<file path="src/verilog/uep_params.svh">
// register offsets, field positions, reset values for the ep0 setup control block
`ifndef UEP_PARAMS_SVH
`define UEP_PARAMS_SVH
`define UEP_OFS_SETUP7 8'he7
`define UEP_OFS_DEVADDR 8'he8
`define UEP_OFS_SETUPCTL 8'hea
`define UEP_OFS_FRMHI 8'hee
`define UEP_OFS_FRMLO 8'hef
`define UEP_OFS_EP0LIM 8'hf0
`define UEP_OFS_EP0IN 8'hf2
`define UEP_OFS_EP0OUT 8'hf3
`define UEP_OFS_INTSTAT 8'hf8
`define UEP_OFS_INTMASK 8'hf9
`define UEP_OFS_AUTOCFG 8'hfa
`define UEP_BIT_ARM 7
`define UEP_BIT_LOCK 0
`define UEP_BIT_FINV 7
`define UEP_BIT_TOGGLE 4
`define UEP_BIT_TSET 3
`define UEP_BIT_TCLR 2
`define UEP_BIT_NAK 1
`define UEP_BIT_STALL 0
`define UEP_INT_ADDR 0
`define UEP_INT_SETUP 1
`define UEP_INT_SOF 2
`define UEP_RST_FRMHI 8'h80
`define UEP_RST_EP0LIM 8'h40
`define UEP_EP0LIM_MASK 8'h78
`define UEP_REQ_SET_ADDRESS 8'h05
`define UEP_TYPE_STD_DEV_OUT 8'h00
`endif

</file>
<file path="src/verilog/uep_pkg.sv">
// types for the ep0 setup control block
package uep_pkg;
  typedef enum logic [1:0]
  {
    UEP_ADDR_IDLE = 2'b00,
    UEP_ADDR_WAIT_STATUS = 2'b01
  } uep_addr_state_t;
endpackage

</file>
<file path="src/verilog/uep_ep0_setup_ctrl.sv">
// usb device ep0 setup capture, auto address, setup lock, frame number and ep0 packet limit
`timescale 1ns/100ps
`include "uep_params.svh"
module uep_ep0_setup_ctrl
  import uep_pkg::*;
(
  // clock and reset
  input wire logic clk_in,
  input wire logic rstn_in,
  // register port
  input wire logic [7:0] reg_addr_in,
  input wire logic [7:0] reg_wdata_in,
  input wire logic reg_wr_in,
  input wire logic reg_rd_in,
  output logic [7:0] reg_rdata_out,
  // from the serial engine (same clock)
  input wire logic setup_done_in,
  input wire logic [63:0] setup_data_in,
  input wire logic status_done_in,
  input wire logic sof_valid_in,
  input wire logic sof_error_in,
  input wire logic [10:0] sof_frame_index_in,
  input wire logic in_token_in,
  // to the serial engine
  output logic [6:0] device_address_out,
  output logic ep0_in_nak_out,
  output logic ep0_in_stall_out,
  output logic ep0_out_nak_out,
  output logic ep0_out_stall_out,
  output logic ep0_in_toggle_out,
  output logic ep0_out_toggle_out,
  output logic [3:0] ep0_packet_limit_out,
  output logic ep0_in_force_nak_resp_out,
  // interrupt
  output logic irq_out
);

  // ----------------------------------------------------------------------
  // register state
  // ----------------------------------------------------------------------
  logic [7:0] setup7_ff;
  logic [6:0] req_addr_ff;
  logic [6:0] addr_ff;
  logic arm_ff;
  logic lock_ff;
  logic auto_en_ff;
  logic frm_inv_ff;
  logic [10:0] frm_ff;
  logic [7:0] frm_lo_snap_ff;
  logic [3:0] lim_ff;
  logic [1:0] in_ctl_ff;
  logic [1:0] out_ctl_ff;
  logic in_tog_ff;
  logic out_tog_ff;
  logic [2:0] int_stat_ff;
  logic [2:0] int_mask_ff;
  logic [7:0] rdata_ff;
  logic irq_ff;
  logic in_nak_resp_ff;
  uep_addr_state_t addr_st_ff;
  uep_addr_state_t nxt_addr_st;

  // ----------------------------------------------------------------------
  // decode
  // ----------------------------------------------------------------------
  function automatic logic hit(input logic [7:0] a, input logic [7:0] ofs);
    hit = (a == ofs);
  endfunction

  wire wr_addr = reg_wr_in && hit(reg_addr_in, `UEP_OFS_DEVADDR);
  wire wr_setupctl = reg_wr_in && hit(reg_addr_in, `UEP_OFS_SETUPCTL);
  wire wr_lim = reg_wr_in && hit(reg_addr_in, `UEP_OFS_EP0LIM);
  wire wr_in = reg_wr_in && hit(reg_addr_in, `UEP_OFS_EP0IN);
  wire wr_out = reg_wr_in && hit(reg_addr_in, `UEP_OFS_EP0OUT);
  wire wr_stat = reg_wr_in && hit(reg_addr_in, `UEP_OFS_INTSTAT);
  wire wr_mask = reg_wr_in && hit(reg_addr_in, `UEP_OFS_INTMASK);
  wire wr_auto = reg_wr_in && hit(reg_addr_in, `UEP_OFS_AUTOCFG);
  wire rd_frmhi = reg_rd_in && hit(reg_addr_in, `UEP_OFS_FRMHI);

  // a standard host-to-device SET_ADDRESS seen in the captured setup bytes
  wire is_set_addr = (setup_data_in[15:8] == `UEP_REQ_SET_ADDRESS) &&
                     (setup_data_in[7:0] == `UEP_TYPE_STD_DEV_OUT);
  wire set_addr_rx = setup_done_in && is_set_addr;
  wire wait_status = (addr_st_ff == UEP_ADDR_WAIT_STATUS);
  // load happens when auto assign runs it, or when software armed the latch instead
  wire addr_load = wait_status && status_done_in && (auto_en_ff || arm_ff);
  // ----------------------------------------------------------------------
  // address state machine
  // ----------------------------------------------------------------------
  always_comb
  begin
    nxt_addr_st = addr_st_ff;
    unique case (addr_st_ff)
      UEP_ADDR_IDLE:
        if (set_addr_rx)
          nxt_addr_st = UEP_ADDR_WAIT_STATUS;
      UEP_ADDR_WAIT_STATUS:
        if (status_done_in)
          nxt_addr_st = UEP_ADDR_IDLE;
        else if (setup_done_in && !is_set_addr)
          nxt_addr_st = UEP_ADDR_IDLE;
      default:
        nxt_addr_st = UEP_ADDR_IDLE;
    endcase
  end

  always_ff @(posedge clk_in or negedge rstn_in)
  begin
    if (!rstn_in)
      addr_st_ff <= UEP_ADDR_IDLE;
    else
      addr_st_ff <= nxt_addr_st;
  end

  // ----------------------------------------------------------------------
  // setup capture and address register
  // ----------------------------------------------------------------------
  // only the top setup byte is kept here; the other seven live outside this block
  always_ff @(posedge clk_in or negedge rstn_in)
  begin
    if (!rstn_in)
      setup7_ff <= 8'h00;
    else if (setup_done_in)
      setup7_ff <= setup_data_in[63:56];
  end

  // wValue low byte carries the requested address
  always_ff @(posedge clk_in or negedge rstn_in)
  begin
    if (!rstn_in)
      req_addr_ff <= 7'h00;
    else if (set_addr_rx)
      req_addr_ff <= setup_data_in[22:16];
  end

  // the hardware load wins over a software write in the same cycle
  always_ff @(posedge clk_in or negedge rstn_in)
  begin
    if (!rstn_in)
      addr_ff <= 7'h00;
    else if (addr_load)
      addr_ff <= req_addr_ff;
    else if (wr_addr)
      addr_ff <= reg_wdata_in[6:0];
  end

  always_ff @(posedge clk_in or negedge rstn_in)
  begin
    if (!rstn_in)
      arm_ff <= 1'b0;
    else if (wr_addr)
      arm_ff <= reg_wdata_in[`UEP_BIT_ARM];
  end

  // auto assign is on out of reset so a bare device still answers enumeration
  always_ff @(posedge clk_in or negedge rstn_in)
  begin
    if (!rstn_in)
      auto_en_ff <= 1'b1;
    else if (wr_auto)
      auto_en_ff <= reg_wdata_in[0];
  end

  // ----------------------------------------------------------------------
  // setup lock and ep0 override bits
  // ----------------------------------------------------------------------
  wire in_wr_ok = wr_in && !lock_ff;
  wire out_wr_ok = wr_out && !lock_ff;

  // a new setup wins over a software clear in the same cycle
  // software releases the lock by writing zero to bit 0
  always_ff @(posedge clk_in or negedge rstn_in)
  begin
    if (!rstn_in)
      lock_ff <= 1'b0;
    else if (setup_done_in)
      lock_ff <= 1'b1;
    else if (wr_setupctl)
      lock_ff <= reg_wdata_in[`UEP_BIT_LOCK];
  end

  // writes reach nak and stall only while the lock is clear, from reset or once software releases it
  always_ff @(posedge clk_in or negedge rstn_in)
  begin
    if (!rstn_in)
      in_ctl_ff <= 2'b00;
    else if (setup_done_in)
      in_ctl_ff <= 2'b10;
    else if (in_wr_ok)
      in_ctl_ff <= reg_wdata_in[`UEP_BIT_NAK:`UEP_BIT_STALL];
  end

  always_ff @(posedge clk_in or negedge rstn_in)
  begin
    if (!rstn_in)
      out_ctl_ff <= 2'b00;
    else if (setup_done_in)
      out_ctl_ff <= 2'b10;
    else if (out_wr_ok)
      out_ctl_ff <= reg_wdata_in[`UEP_BIT_NAK:`UEP_BIT_STALL];
  end

  // toggle set and clear still act while locked; clear beats set
  always_ff @(posedge clk_in or negedge rstn_in)
  begin
    if (!rstn_in)
      in_tog_ff <= 1'b0;
    else if (setup_done_in)
      in_tog_ff <= 1'b1;
    else if (wr_in && reg_wdata_in[`UEP_BIT_TCLR])
      in_tog_ff <= 1'b0;
    else if (wr_in && reg_wdata_in[`UEP_BIT_TSET])
      in_tog_ff <= 1'b1;
  end

  always_ff @(posedge clk_in or negedge rstn_in)
  begin
    if (!rstn_in)
      out_tog_ff <= 1'b0;
    else if (setup_done_in)
      out_tog_ff <= 1'b1;
    else if (wr_out && reg_wdata_in[`UEP_BIT_TCLR])
      out_tog_ff <= 1'b0;
    else if (wr_out && reg_wdata_in[`UEP_BIT_TSET])
      out_tog_ff <= 1'b1;
  end

  // ----------------------------------------------------------------------
  // nak response for ep0 in, stall having priority
  // ----------------------------------------------------------------------
  always_ff @(posedge clk_in or negedge rstn_in)
  begin
    if (!rstn_in)
      in_nak_resp_ff <= 1'b0;
    else
      in_nak_resp_ff <= in_token_in && in_ctl_ff[1] && !in_ctl_ff[0];
  end

  // ----------------------------------------------------------------------
  // frame number
  // ----------------------------------------------------------------------
  always_ff @(posedge clk_in or negedge rstn_in)
  begin
    if (!rstn_in)
    begin
      frm_inv_ff <= 1'b1;
      frm_ff <= 11'h000;
      frm_lo_snap_ff <= 8'h00;
    end
    else
    begin
      if (sof_valid_in)
      begin
        frm_inv_ff <= sof_error_in;
        if (!sof_error_in)
          frm_ff <= sof_frame_index_in;
      end
      if (rd_frmhi)
        frm_lo_snap_ff <= frm_ff[7:0];
    end
  end

  // ----------------------------------------------------------------------
  // packet limit, mask and interrupt status
  // ----------------------------------------------------------------------
  wire [2:0] ev = {sof_valid_in && sof_error_in, setup_done_in, addr_load};
  // reset value kept in register layout; only bits 6:3 are stored
  localparam logic [7:0] lim_rst = `UEP_RST_EP0LIM;

  always_ff @(posedge clk_in or negedge rstn_in)
  begin
    if (!rstn_in)
      lim_ff <= lim_rst[6:3];
    else if (wr_lim)
      lim_ff <= reg_wdata_in[6:3];
  end

  // mask bits line up with the status bits
  always_ff @(posedge clk_in or negedge rstn_in)
  begin
    if (!rstn_in)
      int_mask_ff <= 3'h0;
    else if (wr_mask)
      int_mask_ff <= reg_wdata_in[2:0];
  end

  // set wins over write-one-to-clear, so an event in the clearing cycle is not lost
  wire [2:0] stat_clr = wr_stat ? reg_wdata_in[2:0] : 3'h0;
  wire [2:0] nxt_int_stat = (int_stat_ff & ~stat_clr) | ev;

  always_ff @(posedge clk_in or negedge rstn_in)
  begin
    if (!rstn_in)
      int_stat_ff <= 3'h0;
    else
      int_stat_ff <= nxt_int_stat;
  end

  // registered so irq_out comes straight from a flip-flop
  always_ff @(posedge clk_in or negedge rstn_in)
  begin
    if (!rstn_in)
      irq_ff <= 1'b0;
    else
      irq_ff <= |(int_stat_ff & int_mask_ff);
  end

  // ----------------------------------------------------------------------
  // read mux
  // ----------------------------------------------------------------------
  // reads of unmapped addresses return zero
  logic [7:0] rd_mux;
  always_comb
  begin
    unique case (reg_addr_in)
      `UEP_OFS_SETUP7: rd_mux = setup7_ff;
      `UEP_OFS_DEVADDR: rd_mux = {arm_ff, addr_ff};
      `UEP_OFS_SETUPCTL: rd_mux = {7'h00, lock_ff};
      `UEP_OFS_FRMHI: rd_mux = {frm_inv_ff, 4'h0, frm_ff[10:8]};
      `UEP_OFS_FRMLO: rd_mux = frm_lo_snap_ff;
      `UEP_OFS_EP0LIM: rd_mux = {1'b0, lim_ff, 3'h0};
      `UEP_OFS_EP0IN: rd_mux = {3'h0, in_tog_ff, 2'h0, in_ctl_ff};
      `UEP_OFS_EP0OUT: rd_mux = {3'h0, out_tog_ff, 2'h0, out_ctl_ff};
      `UEP_OFS_INTSTAT: rd_mux = {5'h00, int_stat_ff};
      `UEP_OFS_INTMASK: rd_mux = {5'h00, int_mask_ff};
      `UEP_OFS_AUTOCFG: rd_mux = {7'h00, auto_en_ff};
      default: rd_mux = 8'h00;
    endcase
  end

  always_ff @(posedge clk_in or negedge rstn_in)
  begin
    if (!rstn_in)
      rdata_ff <= 8'h00;
    else if (reg_rd_in)
      rdata_ff <= rd_mux;
    else
      rdata_ff <= 8'h00;
  end

  // ----------------------------------------------------------------------
  // outputs
  // ----------------------------------------------------------------------
  assign reg_rdata_out = rdata_ff;
  assign device_address_out = addr_ff;
  assign ep0_in_nak_out = in_ctl_ff[1];
  assign ep0_in_stall_out = in_ctl_ff[0];
  assign ep0_out_nak_out = out_ctl_ff[1];
  assign ep0_out_stall_out = out_ctl_ff[0];
  assign ep0_in_toggle_out = in_tog_ff;
  assign ep0_out_toggle_out = out_tog_ff;
  assign ep0_packet_limit_out = lim_ff;
  assign ep0_in_force_nak_resp_out = in_nak_resp_ff;
  assign irq_out = irq_ff;

endmodule // uep_ep0_setup_ctrl

</file>
<file path="config.mk">
export PLATFORM = sky130hd
export DESIGN_NAME = uep_ep0_setup_ctrl
export DESIGN_NICKNAME = d
export VERILOG_FILES = /design/src/verilog/uep_pkg.sv /design/src/verilog/uep_ep0_setup_ctrl.sv
export VERILOG_INCLUDE_DIRS = /design/src /design/src/verilog
export SDC_FILE = /design/constraint.sdc
export NUM_CORES = 1
export LEC_CHECK = 0
export BUFFER_PORTS_ARGS = -buffer_cell sky130_fd_sc_hd__buf_2
export CORE_MARGIN = 2
export CORE_UTILIZATION = 53
export DETAILED_ROUTE_END_ITERATION = 12
export MAX_ROUTING_LAYER = met4
export PLACE_DENSITY = 0.81
export SLEW_MARGIN = 20
export SYNTH_ARGS = -nofsm -noshare
export SYNTH_HDL_FRONTEND = slang
export SYNTH_SLANG_ARGS = --single-unit
</file>
<file path="constraint.sdc">
create_clock -name clk_in -period 4.38 [get_ports clk_in]
set_clock_uncertainty 0.15 [all_clocks]
set_input_delay 0.876 -clock clk_in [delete_from_list [all_inputs] [get_ports clk_in]]
set_output_delay 0.876 -clock clk_in [all_outputs]
set_load 0.02 [all_outputs]
</file>
==> out/summary.md, run 1 <==
Entering global routing, the biggest net connects 47 pins. After the flow finishes, the layout carries non-filler instances totaling 456. In this run the worst path has a maximum fanout of 20. The transition time at the pin with the least slew margin is 1.11 ns, and the total count of max-transition violations in the final report is 0.

Setup repair after global routing left no endpoint under its margin. At the end of routability-driven placement, the weighted congestion stood at 0.869. Summing the sequential cell areas from Yosys gives 52.4% of the chip area.

The path class of the tightest hold or removal check is register to register. The buffer type at the clock tree root is sky130_fd_sc_hd__clkbuf_8. The tree built by TritonCTS fans out to 72 sinks. The run gives 0 as the count of yosys warnings during synthesis. The depth of the worst register-to-register path was 3. Power comes to 1.40 mW. The worst hold path depth works out to 1. The total iterations of the first detailed-routing run is 4. The area of combinational cells with multiple inputs was 1530 sq um. The flow ran to the end, and the final reports show no timing, DRC or antenna violations. In this run the remaining antenna-violating nets after routing total 0. The region available for standard cell placement spans 6310 sq um. The count of filler cells inserted in the layout is 525. The fraction of layout cells with a size suffix above 1 came out at 43.8%.

For this run, the leading register cell type out of synthesis is sky130_fd_sc_hd__dfrtp_1. Before CTS, the worst setup slack after placement is 1.39 ns. The run gives 0 as the number of max-capacitance violations reported.

Dividing total power by cell area gives a power density of 339 nW/um^2. The worst pin sits at a relative slew slack of 25.8%. Once the floorplan was initialized, standard cells occupied 54.6% of the core. Detailed-route via count: 2,680.

Global routing finished with a remaining overflow of 0. The via count normalized by instance count was 5.88. The quantity of I/O buffers inserted on ports was 93.

The number of setup buffers added after CTS is 0. The layout overhead on the synthesized area works out to 19.7%. TritonCTS built the clock tree.

For the number of standard cells after synthesis, the log shows 287. After routing the design area is 4130 sq um. After the last flow step, the layout net total stands at 474. The final layout contains routed wiring with a total length of 8090 microns. The run gives 1.71 ns as the setup slack of the critical path after layout. Of the available clock period, the critical path in the final layout requires 60.9%. The via count of the first global-routing pass came out at 2,656.

The worst-case clock buffer depth came out at 2. In this run, the number of DRC markers left after iteration 0 of detailed routing was 126. 127 I/O pins were placed. Data on the critical path is required at its endpoint by 4.40 ns. The critical path is of the input pin to register type. The remaining routing DRC violations came out at 0.

The synthesized design contains 72 register bits. The tools report the number of H-tree levels as 3. The initial antenna violation count is 0, and the detailed placement HPWL is 5850 microns. After floorplanning, the core was divided into 29 placement rows. The critical path capture point type is a register. Hold is met by 0.344 ns. For this run, the share of the core covered by cells in the final layout is 65.3%.

The logs give 0 ns for the summed negative setup slack over all endpoints and 1810 sq um for the register area. Global routing consumed, over all layers together, 24.5% of the routing resources. The die is 84.6 microns wide.

The number of hold buffers added after CTS was 0. Post-CTS repair changed the size of 0 cells. In the layout the commonest cells are sky130_fd_sc_hd__buf_2, sky130_fd_sc_hd__dfrtp_1, sky130_fd_sc_hd__mux2_2. The number of hold violations in the final report is 0, and the number of inserted diodes is 0.

The post-synthesis area per instance is 12.0 sq um. In the final routed layout, each cell accounts on average for 17.7 microns. The netlist uses 53 different library cells. The time the worst path needs with I/O delays and setup was 2.67 ns. The startpoint type of the worst setup path is an input pin.

Data on the critical path arrives at its endpoint at 2.69 ns. The wire length of the first global-routing pass was 13,100 microns. The tools report the cell area after placement as 3920 sq um. For the placed cell count, the log shows 440. The count of flip-flops with a built-in enable after synthesis was 0; the clock latency on the worst-skew pair was 0.35 ns. The die covers 7160 sq um. The most frequent standard cell in the layout excluding fill and tap cells was sky130_fd_sc_hd__buf_2. For the setup-violating endpoint count in the final report, the log shows 0. Maximum VDD drop: 0.000288 V. The cell area that synthesis handed to floorplanning was 3450 sq um. In the synthesized netlist the async set-or-reset flop fraction comes to 100%.

Clock-pin slew was measured on the worst setup and hold paths at 0.08 ns. Overall die height: 84.6 microns. Based on the critical path, the design can be clocked at up to 375 MHz.

The total clock buffers created by CTS is 9, and the number of nets produced by synthesis is 387. The analysis attributes to cell leakage a power of 1.98 nW.
final cells by class:
type / count / area share (%)
Clock buffer: 10 / 3.34
Clock inverter: 6 / 1.67
Tap cell: 77 / 2.34
Timing Repair Buffer: 94 / 11.5
Sequential cell: 72 / 43.8
Inverter: 4 / 0.364
Multi-Input combinational cell: 193 / 37.0
synth_stat cells, types with 3 or more instances:
cell type	n	share of area (%)
sky130_fd_sc_hd__dfrtp_1	69	50
sky130_fd_sc_hd__mux2_2	44	14
sky130_fd_sc_hd__a21oi_1	17	2.5
sky130_fd_sc_hd__nand2_1	15	1.6
sky130_fd_sc_hd__mux2i_1	12	3.5
sky130_fd_sc_hd__nor2_1	12	1.3
sky130_fd_sc_hd__nand3_1	8	1.2
sky130_fd_sc_hd__a22o_1	7	1.8
sky130_fd_sc_hd__buf_2	7	1.0
sky130_fd_sc_hd__nand3b_1	7	1.5
sky130_fd_sc_hd__clkbuf_1	6	0.65
sky130_fd_sc_hd__nor3_1	6	0.87
sky130_fd_sc_hd__nand2b_1	5	0.91
sky130_fd_sc_hd__a22oi_1	4	0.87
sky130_fd_sc_hd__inv_1	4	0.44
sky130_fd_sc_hd__nand4_1	4	0.73
sky130_fd_sc_hd__nor2b_1	4	0.73
sky130_fd_sc_hd__nor4_1	4	0.73
sky130_fd_sc_hd__a31oi_1	3	0.54
sky130_fd_sc_hd__dfstp_2	3	2.3
power breakdown:
part | switching (mW) | internal, mW | total, mW
Sequential | 0.0218 | 0.701 | 0.723
Combinational | 0.0766 | 0.0670 | 0.144
Clock | 0.254 | 0.280 | 0.534
layer usage:
| layer | global-route usage [%] | part of all wire (%) |
|---|---|---|
| met4 | 7.36 | 1.2 |
| met5 | - | 0 |
| met2 | 38.6 | 51 |
| met3 | 6.29 | 7.2 |
| met1 | 31.6 | 41 |
registers in the layout, summed over array words and instances, names as in the netlist:
| signal | cells |
|---|---|
| ep0_packet_limit_out | 4 |
| frm_inv_ff | 1 |
| setup7_ff | 8 |
| device_address_out | 7 |
| out_ctl_ff | 2 |
| frm_ff | 11 |
| reg_rdata_out | 8 |
| int_stat_ff | 3 |
| addr_st_ff | 1 |
| req_addr_ff | 7 |
| in_ctl_ff | 2 |
| auto_en_ff | 1 |
| int_mask_ff | 3 |
| ep0_out_toggle_out | 1 |
| lock_ff | 1 |
| ep0_in_toggle_out | 1 |
| frm_lo_snap_ff | 8 |
| arm_ff | 1 |
| irq_out | 1 |
| ep0_in_force_nak_resp_out | 1 |
worst max-delay path, cell delays in order:
cell                      delay (ns)
sky130_fd_sc_hd__buf_2          0.23
sky130_fd_sc_hd__nor4b_4        0.75
sky130_fd_sc_hd__nand3_2        0.43
sky130_fd_sc_hd__mux2i_1        0.28
sky130_fd_sc_hd__a21oi_1        0.11
cells by family after synthesis:
group	after synthesis	synth area share [%]
AOI/OAI and AO/OA	50	10.3
buffers and inverters	22	3.30
DFF	72	52.4
muxes	57	18.2
and+or+nand+nor	86	15.8
worst paths after layout:
| kind | start | end | slack [ns] |
|---|---|---|---|
| worst max register to register | arm_ff | device_address_out[6] | 2.54 |
| worst max-delay path | reg_addr_in[1] | device_address_out[4] | 1.71 |
| max in group asynchronous | rstn_in | ep0_packet_limit_out[3] | 2.90 |
| min in group asynchronous | rstn_in | ep0_in_force_nak_resp_out | 0.36 |
| worst min-delay path | addr_st_ff[0] | addr_st_ff[0] | 0.34 |
| worst min register to register | addr_st_ff[0] | addr_st_ff[0] | 0.34 |
(Power assumes the default switching activity.)
==> run 2: changes to the inputs <==
Settings changed: CORE_UTILIZATION 53 to 49, PLACE_DENSITY 0.81 to 0.75.
Clock period 4.38 ns to 2.5 ns, I/O delays scaled along.
==> run 2 against run 1 <==
Global-route usage shrank 1.6 points; count of clock-buffer cells in the layout grew 2; die area grew 7.8%; wire length shrank 0.40%; critical path depth is 1 lower; via count is 2.0% higher; largest power group unchanged; highest routed layer unchanged.
==> out/summary.md, run 2 (same netlist as run 1, synthesis figures left out) <==
The flip-flop count of the largest register after layout was 11 (unchanged). The detailed-route via count was 2,733 (was 2,680); the quantity of gates resized following cts was 0 (unchanged). The total length of routed wires is 8050 microns (was 8090 microns).

Cell type group with the largest total delay on the critical path: simple AND/OR/NAND/NOR gates (unchanged). The logs give 1.96 ns (was 2.69 ns) for the arrival time reported for the critical path endpoint and 0 (unchanged) for the number of hold violations in the final report. The initial antenna violation count came out at 0 (unchanged). The count of buffer and inverter cells on the critical path is 1 (unchanged). Final non-filler cell area: 4220 sq um (was 4130 sq um). CP cell instances: buf_2, nor4b_4, nand3_2, mux2_2 (was buf_2, nor4b_4, nand3_2, mux2i_1, a21oi_1). The row count is 30 (was 29). For the largest net degree at the start of global routing, the log shows 73 (was 47). The category of the critical setup timing path was input pin to register (unchanged). The time the worst path needs with I/O delays and setup works out to 1.88 ns.

The number of post-CTS setup repair buffers is 0 (unchanged), and the number of max-capacitance violations reported is 0 (unchanged). The flow ran to the end, and the final reports show no timing, DRC or antenna violations. The worst slew slack as a fraction of its limit is 66.8% (was 25.8%). The run gives 0.97 ns (was 2.54 ns) as the reg-to-reg setup timing slack. The worst hold path class was input pin to async pin (was register to register). The power per cell area is 579 nW/um^2 (was 339 nW/um^2), and the worst hold slack is 0.0159 ns (was 0.344 ns). Clock slew at the register clock pins of the worst setup and hold paths: 0.07 ns (was 0.08 ns). The average detailed-routed wire length per instance works out to 16.7 microns (was 17.7 microns). For this run, the top clock speed supported by timing is 532 MHz. The tools report the area of combinational cells with multiple inputs as 1530 sq um (unchanged).

The layout overhead on the synthesized area works out to 22.4% (was 19.7%). The number of H-tree levels is 3 (unchanged), and the number of inserted diodes is 0 (unchanged). Total clock buffers created by CTS: 9 (unchanged). The quantity of I/O buffers inserted on ports works out to 93 (unchanged). For the static leakage, the log shows 2.02 nW (was 1.98 nW).

The overall die height works out to 87.9 microns (was 84.6 microns). The tools report the buffer type at the clock tree root as sky130_fd_sc_hd__clkbuf_8 (unchanged). The total core area was 6790 sq um (was 6310 sq um); the number of nets still failing antenna checks after routing was 0 (unchanged). The total iterations of the first detailed-routing run was 5 (was 4). The net count of the finished layout is 483 (was 474). The tools report the startpoint type of the worst setup path as an input pin (unchanged). Commonest cells after routing, fill and taps aside: sky130_fd_sc_hd__buf_2, sky130_fd_sc_hd__dfrtp_1, sky130_fd_sc_hd__mux2_2 (unchanged). The remaining routing DRC violations was 0 (unchanged); the maximum VDD drop was 0.000307 V (was 0.000288 V).

The clock sink count was 72 (unchanged); the count of non-filler cells in the finished layout was 483 (was 456). The tools report the via count of the first global-routing pass as 2,579 (was 2,656). For the final weighted congestion in routability-driven placement, the log shows 0.818 (was 0.869). TritonCTS built the clock tree. The overall fraction of global-route tracks in use came out at 22.9% (was 24.5%). The wire length of the first global-routing pass is 12,700 microns (was 13,100 microns), and the final cycle utilization of the critical path is 75.2%.

The tools report the number of placed I/O pins as 127 (unchanged). The transition time at the pin with the least slew margin came out at 0.495 ns (was 1.11 ns). The total count of max-transition violations in the final report came out at 0 (unchanged). The logs give 1810 sq um (unchanged) for the register area and 2.44 mW (was 1.40 mW) for the power after layout. The largest incremental delay on the critical path came out at 0.49 ns (was 0.75 ns). The top fanout value on the critical path was 20 (unchanged); the via count normalized by instance count was 5.66 (was 5.88). For the placed cell count, the log shows 467 (was 440). Register containing the most flip-flops in the final layout: frm_ff (unchanged). The fraction of layout cells with a size suffix above 1 is 44.7% (was 43.8%), and the detailed placement HPWL is 5860 microns (was 5850 microns). The tools report the number of violations reported at the end of detailed-routing iteration 0 as 97 (was 126).

The logs give 0 (unchanged) for the setup-violating endpoint count in the final report and 50.7% (was 54.6%) for the initial core utilization. The most frequent standard cell in the layout excluding fill and tap cells was sky130_fd_sc_hd__buf_2 (unchanged). The tools report the count of filler cells inserted in the layout as 570 (was 525). The run gives 2.58 ns (was 4.40 ns) as the data required time of the worst path.

The cell area after placement is 4010 sq um (was 3920 sq um). Clock latency on the worst-skew pair: 0.34 ns (was 0.35 ns). The summed negative setup slack over all endpoints is 0 ns (unchanged).

The horizontal die dimension works out to 87.9 microns (was 84.6 microns). The cell with the largest stage delay on the worst path was sky130_fd_sc_hd__nor4b_4 (unchanged). The tools report the worst-case clock buffer depth as 2 (unchanged). Setup repair after global routing left no endpoint under its margin. The tools report the critical path capture point type as a register (unchanged). The die footprint is 7720 sq um (was 7160 sq um), and the residual overflow from global routing is 0 (unchanged). Post-cts hold buffer count: 0 (unchanged).
## run 2: final cells by class
class,count,area share (%)
clock inverter,3,1.01
timing repair buffer,103,13.1
clock buffer,12,3.68
tap,96,2.85
multi-input combinational,193,36.2
sequential,72,42.8
inverter,4,0.356
## run 2: path summary, 6_finish.rpt
path,from,end,cells past startpoint
setup / recovery,reg_addr_in[1],arm_ff,4
hold / removal,rstn_in,in_ctl_ff[1],2
setup reg to reg,ep0_out_toggle_out,reg_rdata_out[4],4
hold reg to reg,addr_st_ff[0],addr_st_ff[0],1
max in group asynchronous,rstn_in,frm_inv_ff,2
min in group clk_in,status_done_in,addr_st_ff[0],2
## run 2: per-stage QoR
stage / utilization [%] / setup slack [ns]
floorplan: - / 0.574
finish: 62.1 / 0.620
CTS: 62.0 / 0.616
global placement: 59.1 / 0.275
detailed placement: 59.1 / 0.262
global route: 62.1 / 0.505
## run 2: routing by layer
layer	vias to the layer above	routed length (microns)	track usage [%]
li1	1257	-	-
met1	1360	3570	29.8
met2	106	3880	35.5
met3	10	482	5.00
met4	0	125	7.97
met5	-	0	-
## run 2: where the power goes
part | internal [mW] | switching (mW)
clock | 0.509 | 0.411
combinational | 0.122 | 0.134
sequential | 1.23 | 0.0386
==> run 3: changes to the inputs <==
Settings changed: ABC_AREA set to 1, CORE_UTILIZATION 49 to 50, PLACE_DENSITY 0.75 to 0.77.
Clock period 2.5 ns to 1.9 ns, I/O delays scaled along.
==> run 3 against run 2 <==
Via count increased by 14%; wire length grew 2.7%; sequential power grew 32%; setup slack got worse by 0.31 ns; critical path type is now register to register; critical endpoint is now device_address_out[2].
==> out/summary.md, run 3 <==
The count of flip-flops with a built-in enable after synthesis was 0 (unchanged). The most used flip-flop cell after synthesis was sky130_fd_sc_hd__dfrtp_1 (unchanged). The most frequent standard cell in the layout excluding fill and tap cells is sky130_fd_sc_hd__nand2_1 (was sky130_fd_sc_hd__buf_2). The run gives 424 (was 287) as the number of standard cells after synthesis.

The total core area is 6760 sq um (was 6790 sq um). The power per cell area is 810 nW/um^2 (was 579 nW/um^2). Critical path capture point type: a register (unchanged). The overall fraction of global-route tracks in use is 23.5% (was 22.9%), and the quantity of I/O buffers inserted on ports is 93 (unchanged). The depth of the worst register-to-register path came out at 5 (was 4). The count of yosys warnings during synthesis is 0 (unchanged).

The number of hold violations in the final report was 0 (unchanged); the final cycle utilization of the critical path was 83.6%. The net count of the finished layout is 631 (was 483). Setup repair after global routing left no endpoint under its margin. Final weighted congestion in routability-driven placement: 0.911 (was 0.818). The tools report the beginning of the worst register-to-register path as arm_ff (was ep0_out_toggle_out). The number of H-tree levels was 3 (unchanged); the fraction of layout cells with a size suffix above 1 was 30.3% (was 44.7%).

The via count of the first global-routing pass was 2,927 (was 2,579). The tools report the worst hold slack as 0.0656 ns (was 0.0159 ns). The path with the worst hold slack has its endpoint at frm_inv_ff.

The post-synthesis cell type count was 30 (was 53); the overall die height was 87.4 microns (was 87.9 microns). The initial antenna violation count is 0 (unchanged), and the worst hold path depth is 2. The layout overhead on the synthesized area works out to 24.1% (was 22.4%). The upper clock frequency limit came out at 630 MHz.

Maximum VDD drop: 0.000366 V (was 0.000307 V). The worst hold path class was input pin to register (was input pin to async pin). The number of post-CTS setup repair buffers was 0 (unchanged); the initial core utilization was 51.4% (was 50.7%). The tools report the buffer type at the clock tree root as sky130_fd_sc_hd__clkbuf_8 (unchanged).

The number of max-capacitance violations reported was 0 (unchanged); the worst-case clock buffer depth was 2 (unchanged). The register area was 1810 sq um (unchanged). The static leakage is 2.34 nW (was 2.02 nW). The most frequent cell after synthesis was sky130_fd_sc_hd__nand2_1 (was sky130_fd_sc_hd__dfrtp_1).

The arrival time reported for the critical path endpoint was 1.71 ns (was 1.96 ns); the synthesized flop and latch total was 72 (unchanged). The time the worst path needs with I/O delays and setup came out at 1.59 ns. The total length of routed wires was 8270 microns (was 8050 microns); the clock slew at the register clock pins of the worst setup and hold paths was 0.08 ns (was 0.07 ns).

The category of the critical setup timing path is register to register (was input pin to register). The remaining routing DRC violations was 0 (unchanged); the number of inserted diodes was 0 (unchanged). The tools report the amount of wire on met3 after detailed routing as 536 microns (was 482 microns). Startpoint type of the worst setup path: a register (was an input pin).

The run gives 70.1% (was 66.8%) as the worst slew slack as a fraction of its limit. The tools report the terminus of the critical flop-to-flop path as device_address_out[2] (was reg_rdata_out[4]). Commonest cells after routing, fill and taps aside: sky130_fd_sc_hd__nand2_1, sky130_fd_sc_hd__buf_2, sky130_fd_sc_hd__dfrtp_1 (was sky130_fd_sc_hd__buf_2, sky130_fd_sc_hd__dfrtp_1, sky130_fd_sc_hd__mux2_2). The average detailed-routed wire length per instance is 13.4 microns (was 16.7 microns), and the number of nets still failing antenna checks after routing is 0 (unchanged). The reg-to-reg setup timing slack came out at 0.31 ns (was 0.97 ns). The worst hold path begins at sof_valid_in. The run gives 3930 microns (was 3880 microns) as the met2 wire length. The total iterations of the first detailed-routing run came out at 4 (was 5). The run gives 269 (was 97) as the number of violations reported at the end of detailed-routing iteration 0.

The logs give 3470 sq um (was 3450 sq um) for the netlist area before placement and 2.02 ns (was 2.58 ns) for the data required time of the worst path. The horizontal die dimension is 87.4 microns (was 87.9 microns), and the met1 wire length is 3650 microns (was 3570 microns). The run finished with clean final reports.

The summed negative setup slack over all endpoints is 0 ns (unchanged). The cell type with the highest aggregate area in the netlist is sky130_fd_sc_hd__dfrtp_1 (unchanged). For the total count of max-transition violations in the final report, the log shows 0 (unchanged). The via count normalized by instance count came out at 5.06 (was 5.66). The top fanout value on the critical path was 9 (was 20). The flip-flop count of the largest register after layout came out at 11 (unchanged). The post-synthesis area per instance was 8.19 sq um (was 12.0 sq um); the transition time at the pin with the least slew margin was 0.448 ns (was 0.495 ns). The logs give 9 (unchanged) for the total clock buffers created by CTS and 13,200 microns (was 12,700 microns) for the wire length of the first global-routing pass.

The tools report the number of nets produced by synthesis as 524 (was 387). Async set-or-reset flop fraction in the synthesized netlist: 100% (unchanged). The area of combinational cells with multiple inputs is 1400 sq um (was 1530 sq um). The area share of the largest cell type after synthesis was 49.7% (was 50.1%). For the residual overflow from global routing, the log shows 0 (unchanged). The largest net degree at the start of global routing is 73 (unchanged), and the row count is 30 (unchanged).

The proportion of synthesized chip area in sequential cells is 52.0% (was 52.4%). Most frequent cells after synthesis: sky130_fd_sc_hd__nand2_1, sky130_fd_sc_hd__dfrtp_1, sky130_fd_sc_hd__inv_1 (was sky130_fd_sc_hd__dfrtp_1, sky130_fd_sc_hd__mux2_2, sky130_fd_sc_hd__a21oi_1). The register containing the most flip-flops in the final layout is frm_ff (unchanged).

Main area contributors after synthesis: sky130_fd_sc_hd__dfrtp_1, sky130_fd_sc_hd__nand2_1, sky130_fd_sc_hd__inv_1, sky130_fd_sc_hd__nand3_1, sky130_fd_sc_hd__o21ai_0 (was sky130_fd_sc_hd__dfrtp_1, sky130_fd_sc_hd__mux2_2, sky130_fd_sc_hd__mux2i_1, sky130_fd_sc_hd__a21oi_1, sky130_fd_sc_hd__dfstp_2). Detailed-route via count: 3,114 (was 2,733). TritonCTS built the clock tree. The count of filler cells inserted in the layout came out at 602 (was 570).

For the clock latency on the worst-skew pair, the log shows 0.34 ns (about the same). The highest metal layer with signal wires is met4 (unchanged). The logs give 72 (unchanged) for the clock sink count and 0 (unchanged) for the setup-violating endpoint count in the final report.

The die footprint came out at 7630 sq um (was 7720 sq um). The detailed placement HPWL was 6190 microns (was 5860 microns). The run gives 127 (unchanged) as the number of placed I/O pins.
[run 3: worst max-delay path by stage]
stage | endpoint | cells after the start | slack, ns | start
floorplan | frm_lo_snap_ff[0] | 5 | 0.39 | reg_addr_in[7]
global placement | in_ctl_ff[1] | 10 | 0.14 | reg_addr_in[7]
detailed placement | in_ctl_ff[1] | 10 | 0.09 | reg_addr_in[7]
CTS | device_address_out[2] | 5 | 0.30 | arm_ff
global route | device_address_out[2] | 5 | 0.21 | arm_ff
finish | device_address_out[2] | 5 | 0.31 | arm_ff
[run 3: worst max-delay path, stage by stage (launching register included)]
cell	delay, ns
sky130_fd_sc_hd__dfrtp_1	0.42
sky130_fd_sc_hd__o21ai_2	0.39
sky130_fd_sc_hd__inv_2	0.18
sky130_fd_sc_hd__o21ai_0	0.25
sky130_fd_sc_hd__nand2_2	0.08
sky130_fd_sc_hd__o21ai_2	0.06
[run 3: layout make-up]
class	count	share of cell area (%)
inverter	55	4.79
clock buffer	10	2.96
timing repair buffer	105	13.2
clock inverter	5	2.47
tap	80	2.32
sequential	72	41.9
multi-input combinational	288	32.4
[run 3: per-layer routing]
layer,global-route usage (%),vias to the layer above
met5,-,-
met4,10.5,0
met3,4.17,20
met2,36.2,110
met1,30.5,1442
li1,-,1542
[run 3: logic make-up (layout without fill, tap and decap cells)]
kind of cell,count (synthesis),count (layout),synth area share (%)
buffers and inverters,64,175,7.85
muxes,2,2,0.648
AOI/OAI and AO/OA,65,65,11.6
DFF,72,72,52.0
and+or+nand+nor,221,221,28.0
[run 3: metrics by stage]
stage / util (%) / instance area, sq um / setup WS, ns / power (mW) / cells
2_1_floorplan: - / 3470 / 0.392 / 1.89 / 424
3_3_place_gp: 60.2 / 4070 / 0.141 / 2.07 / 599
3_5_place_dp: 60.2 / 4070 / 0.0948 / 2.08 / 599
4_1_cts: 63.8 / 4310 / 0.299 / 3.52 / 615
5_1_grt: 63.8 / 4310 / 0.209 / 3.64 / 615
6_report: 63.8 / 4310 / 0.311 / 3.49 / 615
[run 3: power by group]
group / total, mW / internal (mW) / switching (mW)
sequential: 1.68 / 1.63 / 0.0501
combinational: 0.377 / 0.140 / 0.237
clock: 1.44 / 0.868 / 0.572
[run 3: what timing repair did]
item                                   in CTS  in global routing
hold buffers                                1                  0
endpoints found under the hold margin      69                  0
gates resized for setup                     0                  0
